File: src/seq_pkg.sv
// constants and types for the audio dac clock and power sequencer
package seq_pkg;
    localparam int CLK_MHZ = 200;
    localparam int LOCK_MCLK_MS = 40;
    localparam int LOCK_FRAME_MS = 160;
    localparam int LOCK_BIT_MS = 2;
    localparam int CYC_PER_MS = CLK_MHZ * 1000;
    localparam int LOCK_MCLK_CYC = LOCK_MCLK_MS * CYC_PER_MS;
    localparam int LOCK_FRAME_CYC = LOCK_FRAME_MS * CYC_PER_MS;
    localparam int LOCK_BIT_CYC = LOCK_BIT_MS * CYC_PER_MS;
    localparam int INIT_FRAMES = 1059;
    localparam logic [7:0] VOL_0DB = 8'h91;
    localparam logic [3:0] REF_MCLK = 4'h0;
    localparam logic [3:0] REF_FRAME = 4'h1;
    localparam logic [3:0] REF_BIT = 4'h2;
    localparam logic [15:0] SAMPLE_ZERO = 16'h0000;
    localparam int CNT_W = 32;
    localparam int FRM_W = 11;
    typedef enum logic [3:0] {
        ST_IDLE = 4'b0001,
        ST_LOCK = 4'b0010,
        ST_RUN  = 4'b0100,
        ST_EXT  = 4'b1000
    } clk_state_t;
endpackage

File: src/audio_dac_clock_power_sequencer.sv
// clock set-up, dac init cycle, volume soft transition and speaker power gating
`timescale 1ns/1ps
module audio_dac_clock_power_sequencer
    import seq_pkg::*;
#(
    parameter int LOCK_MCLK = LOCK_MCLK_CYC,
    parameter int LOCK_FRAME = LOCK_FRAME_CYC,
    parameter int LOCK_BIT = LOCK_BIT_CYC
) (
    // clock and reset
    input wire logic clk,
    input wire logic rst_n,
    // control bits from host
    input wire logic ref_voltage_power,
    input wire logic pll_power,
    input wire logic [3:0] pll_ref_sel,
    input wire logic master_sel,
    input wire logic master_clock_out_enable,
    input wire logic dac_power,
    input wire logic alc_enable,
    input wire logic volume_couple,
    input wire logic [7:0] alc_left_volume,
    input wire logic [7:0] alc_right_volume,
    input wire logic [7:0] out_left_volume,
    input wire logic [7:0] out_right_volume,
    input wire logic mono_amp_power,
    input wire logic speaker_amp_power,
    input wire logic dac_to_speaker_path,
    input wire logic mono_to_speaker_path,
    input wire logic speaker_powersave_release,
    // clock presence from the pins
    input wire logic master_clock_input,
    input wire logic frame_clock_pin,
    input wire logic bit_clock_pin,
    // sample stream
    input wire logic [15:0] left_sample,
    input wire logic [15:0] right_sample,
    output logic [15:0] dac_left,
    output logic [15:0] dac_right,
    // status and drive enables
    output logic pll_locked,
    output logic clocks_out_enable,
    output logic mclk_out_valid,
    output logic normal_run,
    output logic dac_init_busy,
    output logic alc_active,
    output logic [7:0] alc_gain_left,
    output logic [7:0] alc_gain_right,
    output logic [7:0] vol_left,
    output logic [7:0] vol_right,
    output logic speaker_on
);
    ////////////////////////////////////////////////////////////////////////
    // pin synchronisers
    logic [2:0] pin_s1, pin_s2, pin_s3, next_s1, next_s2, next_s3, seen, present, next_present;
    logic frame_edge;
    always_comb begin
        next_s1 = {master_clock_input, frame_clock_pin, bit_clock_pin};
        next_s2 = pin_s1;
        next_s3 = pin_s2;
        seen = pin_s2 ^ pin_s3;
        frame_edge = pin_s2[1] & ~pin_s3[1];
    end
    always_ff @(posedge clk or negedge rst_n) begin
        if (!rst_n) begin
            {pin_s1, pin_s2, pin_s3} <= 9'h000;
        end else begin
            {pin_s1, pin_s2, pin_s3} <= {next_s1, next_s2, next_s3};
        end
    end
    // a clock counts as present once it has toggled since power-down
    always_comb begin
        next_present = ref_voltage_power ? (present | seen) : 3'h0;
    end
    always_ff @(posedge clk or negedge rst_n) begin
        if (!rst_n) present <= 3'h0;
        else present <= next_present;
    end
    ////////////////////////////////////////////////////////////////////////
    // clock set-up state machine
    clk_state_t state, next_state;
    logic [CNT_W-1:0] lock_cnt, next_lock_cnt, lock_limit;
    logic ref_ok;
    always_comb begin
        case (pll_ref_sel)
            REF_FRAME: begin lock_limit = CNT_W'(LOCK_FRAME); ref_ok = present[1]; end
            REF_BIT: begin lock_limit = CNT_W'(LOCK_BIT); ref_ok = present[0]; end
            default: begin lock_limit = CNT_W'(LOCK_MCLK); ref_ok = present[2]; end
        endcase
        next_state = state;
        next_lock_cnt = lock_cnt;
        case (state)
            ST_IDLE: begin
                next_lock_cnt = '0;
                if (ref_voltage_power && pll_power) next_state = ST_LOCK;
                else if (ref_voltage_power) next_state = ST_EXT;
            end
            ST_LOCK: begin
                if (ref_ok) next_lock_cnt = lock_cnt + 1'b1;
                if (!pll_power || !ref_voltage_power) next_state = ST_IDLE;
                else if (lock_cnt >= lock_limit - 1'b1) next_state = ST_RUN;
            end
            ST_RUN: if (!pll_power || !ref_voltage_power) next_state = ST_IDLE;
            ST_EXT: if (pll_power || !ref_voltage_power) next_state = ST_IDLE;
            default: next_state = ST_IDLE;
        endcase
    end
    always_ff @(posedge clk or negedge rst_n) begin
        if (!rst_n) begin
            state <= ST_IDLE;
            lock_cnt <= '0;
        end else begin
            state <= next_state;
            lock_cnt <= next_lock_cnt;
        end
    end
    logic next_locked, next_clk_oe, next_mclk_valid, next_run;
    always_comb begin
        next_locked = (next_state == ST_RUN);
        next_mclk_valid = master_clock_out_enable && next_locked;
        next_clk_oe = master_sel && (next_locked || (next_state == ST_EXT && present[2]));
        next_run = next_locked || (next_state == ST_EXT && (master_sel ? present[2]
                                                              : &present));
    end
    always_ff @(posedge clk or negedge rst_n) begin
        if (!rst_n) begin
            {pll_locked, mclk_out_valid, clocks_out_enable, normal_run} <= 4'h0;
        end else begin
            {pll_locked, mclk_out_valid, clocks_out_enable, normal_run} <=
                {next_locked, next_mclk_valid, next_clk_oe, next_run};
        end
    end
    ////////////////////////////////////////////////////////////////////////
    // dac init cycle counted in frames
    logic dac_d, next_dac_d, next_busy;
    logic [FRM_W-1:0] frames, next_frames;
    always_comb begin
        next_dac_d = dac_power;
        next_frames = frames;
        next_busy = dac_init_busy;
        if (!dac_power) begin
            next_busy = 1'b0;
        end else if (!dac_d) begin
            next_busy = 1'b1;
            next_frames = '0;
        end else if (dac_init_busy && frame_edge) begin
            next_frames = frames + 1'b1;
            if (frames == FRM_W'(INIT_FRAMES - 1)) next_busy = 1'b0;
        end
    end
    always_ff @(posedge clk or negedge rst_n) begin
        if (!rst_n) begin
            dac_d <= 1'b0;
            frames <= '0;
            dac_init_busy <= 1'b0;
        end else begin
            dac_d <= next_dac_d;
            frames <= next_frames;
            dac_init_busy <= next_busy;
        end
    end

    ////////////////////////////////////////////////////////////////////////
    // data path, alc hold-off, volume ramp
    logic [15:0] next_dl, next_dr;
    logic next_alc, next_spk;
    logic [7:0] next_gl, next_gr, tgt_l, tgt_r, next_vl, next_vr;
    always_comb begin
        // samples are passed as two's complement untouched after init
        next_dl = (dac_init_busy || !dac_power) ? SAMPLE_ZERO : left_sample;
        next_dr = (dac_init_busy || !dac_power) ? SAMPLE_ZERO : right_sample;
        next_alc = alc_enable && dac_power && !dac_init_busy;
        next_gl = next_alc ? alc_gain_left : alc_left_volume;
        next_gr = next_alc ? alc_gain_right : alc_right_volume;
        tgt_l = out_left_volume;
        tgt_r = volume_couple ? out_left_volume : out_right_volume;
        // one step per frame; ramp restarts from 0 dB while dac is off
        next_vl = vol_left;
        next_vr = vol_right;
        if (!dac_power) begin
            next_vl = VOL_0DB;
            next_vr = VOL_0DB;
        end else if (frame_edge) begin
            if (vol_left < tgt_l) next_vl = vol_left + 1'b1;
            else if (vol_left > tgt_l) next_vl = vol_left - 1'b1;
            if (vol_right < tgt_r) next_vr = vol_right + 1'b1;
            else if (vol_right > tgt_r) next_vr = vol_right - 1'b1;
        end
    end
    always_ff @(posedge clk or negedge rst_n) begin
        if (!rst_n) begin
            dac_left <= SAMPLE_ZERO;
            dac_right <= SAMPLE_ZERO;
            alc_active <= 1'b0;
            alc_gain_left <= VOL_0DB;
            alc_gain_right <= VOL_0DB;
            vol_left <= VOL_0DB;
            vol_right <= VOL_0DB;
        end else begin
            dac_left <= next_dl;
            dac_right <= next_dr;
            alc_active <= next_alc;
            alc_gain_left <= next_gl;
            alc_gain_right <= next_gr;
            vol_left <= next_vl;
            vol_right <= next_vr;
        end
    end

    ////////////////////////////////////////////////////////////////////////
    // speaker gating, no clock needed for the mono path
    always_comb begin
        next_spk = speaker_powersave_release && speaker_amp_power && ref_voltage_power
                   && ((dac_to_speaker_path && dac_power && mono_amp_power)
                       || (mono_to_speaker_path && mono_amp_power));
    end
    always_ff @(posedge clk or negedge rst_n) begin
        if (!rst_n) speaker_on <= 1'b0;
        else speaker_on <= next_spk;
    end

    ////////////////////////////////////////////////////////////////////////
    // checks
    property p_zero_init;
        @(posedge clk) disable iff (!rst_n)
            dac_init_busy |=> dac_left == SAMPLE_ZERO && dac_right == SAMPLE_ZERO;
    endproperty
    a_zero_init: assert property (p_zero_init)
        else $error("sample passed during init");
    property p_init_start;
        @(posedge clk) disable iff (!rst_n) $rose(dac_power) |=> ##1 dac_init_busy;
    endproperty
    a_init_start: assert property (p_init_start)
        else $error("init cycle did not start");
    property p_mclk_lock;
        @(posedge clk) disable iff (!rst_n) mclk_out_valid |-> pll_locked;
    endproperty
    a_mclk_lock: assert property (p_mclk_lock)
        else $error("mclk valid before lock");
    property p_oe_master;
        @(posedge clk) disable iff (!rst_n) clocks_out_enable |-> $past(master_sel);
    endproperty
    a_oe_master: assert property (p_oe_master)
        else $error("clocks driven without master select");
    property p_alc_hold;
        @(posedge clk) disable iff (!rst_n)
            dac_init_busy |=> !alc_active && alc_gain_left == $past(alc_left_volume);
    endproperty
    a_alc_hold: assert property (p_alc_hold)
        else $error("alc ran during init");
    property p_couple;
        @(posedge clk) disable iff (!rst_n)
            volume_couple && vol_left == vol_right |=> vol_left == vol_right;
    endproperty
    a_couple: assert property (p_couple)
        else $error("coupled volumes diverged");
    property p_vol_reset;
        @(posedge clk) disable iff (!rst_n) !dac_power |=> vol_left == VOL_0DB;
    endproperty
    a_vol_reset: assert property (p_vol_reset)
        else $error("volume not at 0 dB default");
    property p_spk;
        @(posedge clk) disable iff (!rst_n) speaker_on |-> $past(speaker_powersave_release);
    endproperty
    a_spk: assert property (p_spk)
        else $error("speaker on without release");
    property p_run_ext;
        @(posedge clk) disable iff (!rst_n) normal_run && !pll_locked |-> present[2];
    endproperty
    a_run_ext: assert property (p_run_ext)
        else $error("run without master clock");
    c_lock: cover property (@(posedge clk) disable iff (!rst_n) $rose(pll_locked));
    c_init_done: cover property (@(posedge clk) disable iff (!rst_n) $fell(dac_init_busy));
    c_spk: cover property (@(posedge clk) disable iff (!rst_n) $rose(speaker_on));
endmodule // audio_dac_clock_power_sequencer

File: config.mk
export PLATFORM = sky130hd
export DESIGN_NAME = audio_dac_clock_power_sequencer
export DESIGN_NICKNAME = d
export VERILOG_FILES = /design/src/seq_pkg.sv /design/src/audio_dac_clock_power_sequencer.sv
export SDC_FILE = /design/constraint.sdc
export NUM_CORES = 1
export LEC_CHECK = 0
export ABC_AREA = 1
export BUFFER_PORTS_ARGS = -buffer_cell sky130_fd_sc_hd__buf_2
export CORE_ASPECT_RATIO = 1.75
export CORE_MARGIN = 10
export CORE_UTILIZATION = 40
export CTS_CLUSTER_SIZE = 8
export DETAILED_ROUTE_END_ITERATION = 7
export PLACE_DENSITY = 0.71
export SLEW_MARGIN = 10
export SYNTH_ARGS = -nofsm -noshare
export SYNTH_HDL_FRONTEND = slang
export SYNTH_SLANG_ARGS = --single-unit
File: constraint.sdc
create_clock -name clk -period 7.43 [get_ports clk]
set_input_delay 1.486 -clock clk [delete_from_list [all_inputs] [get_ports clk]]
set_output_delay 1.486 -clock clk [all_outputs]
set_load 0.005 [all_outputs]
==> impl_metrics.toml <==
[logic_synthesis]
postSynthCellCount = 984
ys_warn_count = 0
synth.distinct_cells = 44
ys_ff_latch = 131
synth_adder_area_share_pct = 8.871
synth_area_sq_mm = 0.007645
synth.area.top_cells = "dfrtp_1, nand2_1, ha_1"
netlist.area_leader.share_pct = 38.63
synth_xor_area_share_pct = 4.354
synth_top_family_by_area = "simple AND/OR/NAND/NOR gates"
synth-simple-area-share_pct = 27.77
yosysTopAreaCell = "dfrtp_1"
syn_area_per_cell_sq_um = 7.769
synth_most_common_cell = "nand2_1"
ys_async_sr_fraction_pct = 100.0
synth_edf_count = 0
yosysSeqAreaShare_pct = 43.09
synth_compound_area_share_pct = 7.316
synthTopCellsByCount = "nand2_1, inv_1, nor2_1, dfrtp_1"
muxShareOfSynthArea_pct = 0.1473
synthFlopType = "dfrtp_1"

[sta]
max_freq_mhz = 270.7
finalSetupViolations = 0
rsz0062_at_grt = "false"
hold_viol_final = 0
finalClockSkew_ns = 0.01264
tightest_slew_ns = 0.9150
timing.slew.headroom_pct = 38.93
finalCriticalPeriod_ns = 3.695
maxSlewViolCount = 0
fin_crit_sh_pct = 49.73
tns_ns = 0

[placed_design]
dp_cells = 1366
dpl.hpwl_um = 15980
place.gp.congestion = 0.9739
io_buffers = 155
dpl-instance-area_sq_mm = 0.008650

[detailed_routing]
drc = 0
drtIter0Drc = 292
firstDrtPassIters = 5
vias = 6862
avgViaCountPerCell = 4.908
post_drt_wl_per_cell_um = 14.47
postRouteAntennaNets = 0
drt_wl_total_um = 20220

[grt]
gr-total-overflow = 0
grtUsageTotal_pct = 16.01
grt_max_degree = 70
grt_pass1_vias = 7223
grt_pass1_wl_um = 33670
antenna_found_initial = 3

[critical_path]
cp-end-kind = "flip-flop"
required_ns = 7.76
crit_path_start_kind = "input pin"
path_class = "in2reg"
crit_arrival_ns = 4.03
critPathMaxFanout = 15

[finish]
final_area_sq_mm = 0.009266
layout-drive-gt1-share_pct = 20.00
diodes = 0
num-fill-cells = 1870
utilization_pct = 49.65
final_cells = 1398
syn_to_final_growth_pct = 21.21
finalNetCount = 1285

[clock_network]
cts_buffer_depth = 2
clkSinkCount = 131
path_clk_slew_ns = 0.06
htree_levels = 4
clk_latency_ns = 0.42
cts-buffers-inserted = 17
post_cts_buffers = 0
hold_buffers = 0
cts_resized = 0
ctsRootBufferMaster = "clkbuf_16"
cts_tree = "done"

[floorplan]
num_io_pins = 156
core_sq_mm = 0.01866
die_y_um = 202.9
start_util_pct = 40.96
std_cell_rows = 66
die_area_sq_mm = 0.02526
chipWidth_um = 124.5

[pwr]
pwr_density_cell_mw_per_mm2 = 270.9
power.leakage_uw = 0.004978
power_uw = 2511
ir_drop_mv = 0.2608

[status]
status = "finished, final reports clean"

[worst_hold_path]
hold_path.class = "reg2reg"

[run]
maxCapViolations = 0
[cell usage in the layout, fill, tap and decap left out, types with 6 or more instances in the layout]
master     instances
inv_1            137
xor2_1            33
nor2_1           122
a21oi_1           28
nand4_1           17
nor3_1            22
dfstp_2           13
buf_2            154
o21ai_2            9
nand3_1           51
inv_2              6
o21ai_0           29
nand2_1          278
clkbuf_16         17
dfrtp_1          118
ha_1              51
[sequential cells by signal (all words and copies together) (netlist names), 3 cells and up]
register and flops:
dac_left 16, next_s2 3, vol_right 8, frames 11
alc_gain_left 8, state 4, lock_cnt 32, dac_right 16
vol_left 8, next_s3 3, alc_gain_right 8, pin_s3 3
present 3
[through the flow]
step / worst slack (ns) / hold WS, ns
2_1_floorplan: 3.697 / 0.3312
3_3_place_gp: 3.443 / 0.3341
3_5_place_dp: 3.355 / 0.3404
4_1_cts: 3.790 / 0.3526
5_1_grt: 3.506 / 0.3612
6_report: 3.735 / 0.3484
[power breakdown]
part / total, uW / switching, uW / internal [uW] / leakage (uW)
registers: 861 / 66.9 / 794 / 0.00170
clock network: 877 / 315 / 562 / 0.000305
logic: 773 / 497 / 276 / 0.00297
total: 2510 / 879 / 1630 / 0.00498
[path summary, 6_finish.rpt]
check | to | startpoint | slack, ns | depth (start not counted)
setup / recovery | vol_right[5] | volume_couple | 3.74 | 14
hold / removal | next_s3[0] | next_s2[0] | 0.35 | 0
setup reg to reg | vol_right[5] | vol_right[0] | 4.63 | 13
hold reg to reg | next_s3[0] | next_s2[0] | 0.35 | 0
max in group asynchronous | vol_right[3] | rst_n | 5.10 | 2
min in group asynchronous | dac_right[4] | rst_n | 1.04 | 1
[layout make-up]
class | instances | area, sq um | area share, %
clock buffers | 19 | 432.9 | 4.672
clock inverters | 13 | 183.9 | 1.985
inverters | 144 | 540.5 | 5.833
multi-input cells | 696 | 3720 | 40.14
flip-flops and latches | 131 | 3294 | 35.55
well taps | 238 | 297.8 | 3.214
repair buffers | 157 | 797.0 | 8.601
[critical path, cell delays in order]
cell	delay (ns)
buf_2	0.21
mux2_2	0.36
ha_1	0.18
o21bai_1	0.15
nand2_1	0.06
nand2_1	0.06
nand2_1	0.07
nand2_1	0.27
ha_1	0.36
a21o_1	0.23
a21oi_1	0.13
o21ai_0	0.12
xor2_1	0.16
o21ai_0	0.17
[cell families (layout without fill, tap and decap cells)]
kind of cell             Yosys count  count (layout)
flip-flops                       131             131
multiplexers                       1               1
other                              1               4
XOR/XNOR                          38              38
buffers and inverters            160             333
AND/OR/NAND/NOR                  507             507
adder cells (fa/ha/maj)           53              53
AO/OA/AOI/OAI                     93              93
[routing by layer]
metal,global-route usage [%],routed length [um],vias up
li1,-,-,3424
met4,9.858,922,6
met3,5.321,1344,69
met5,0,44,-
met2,30.56,11000,200
met1,13.89,6913,3163
No activity file was read; power rests on OpenSTA's default activity.
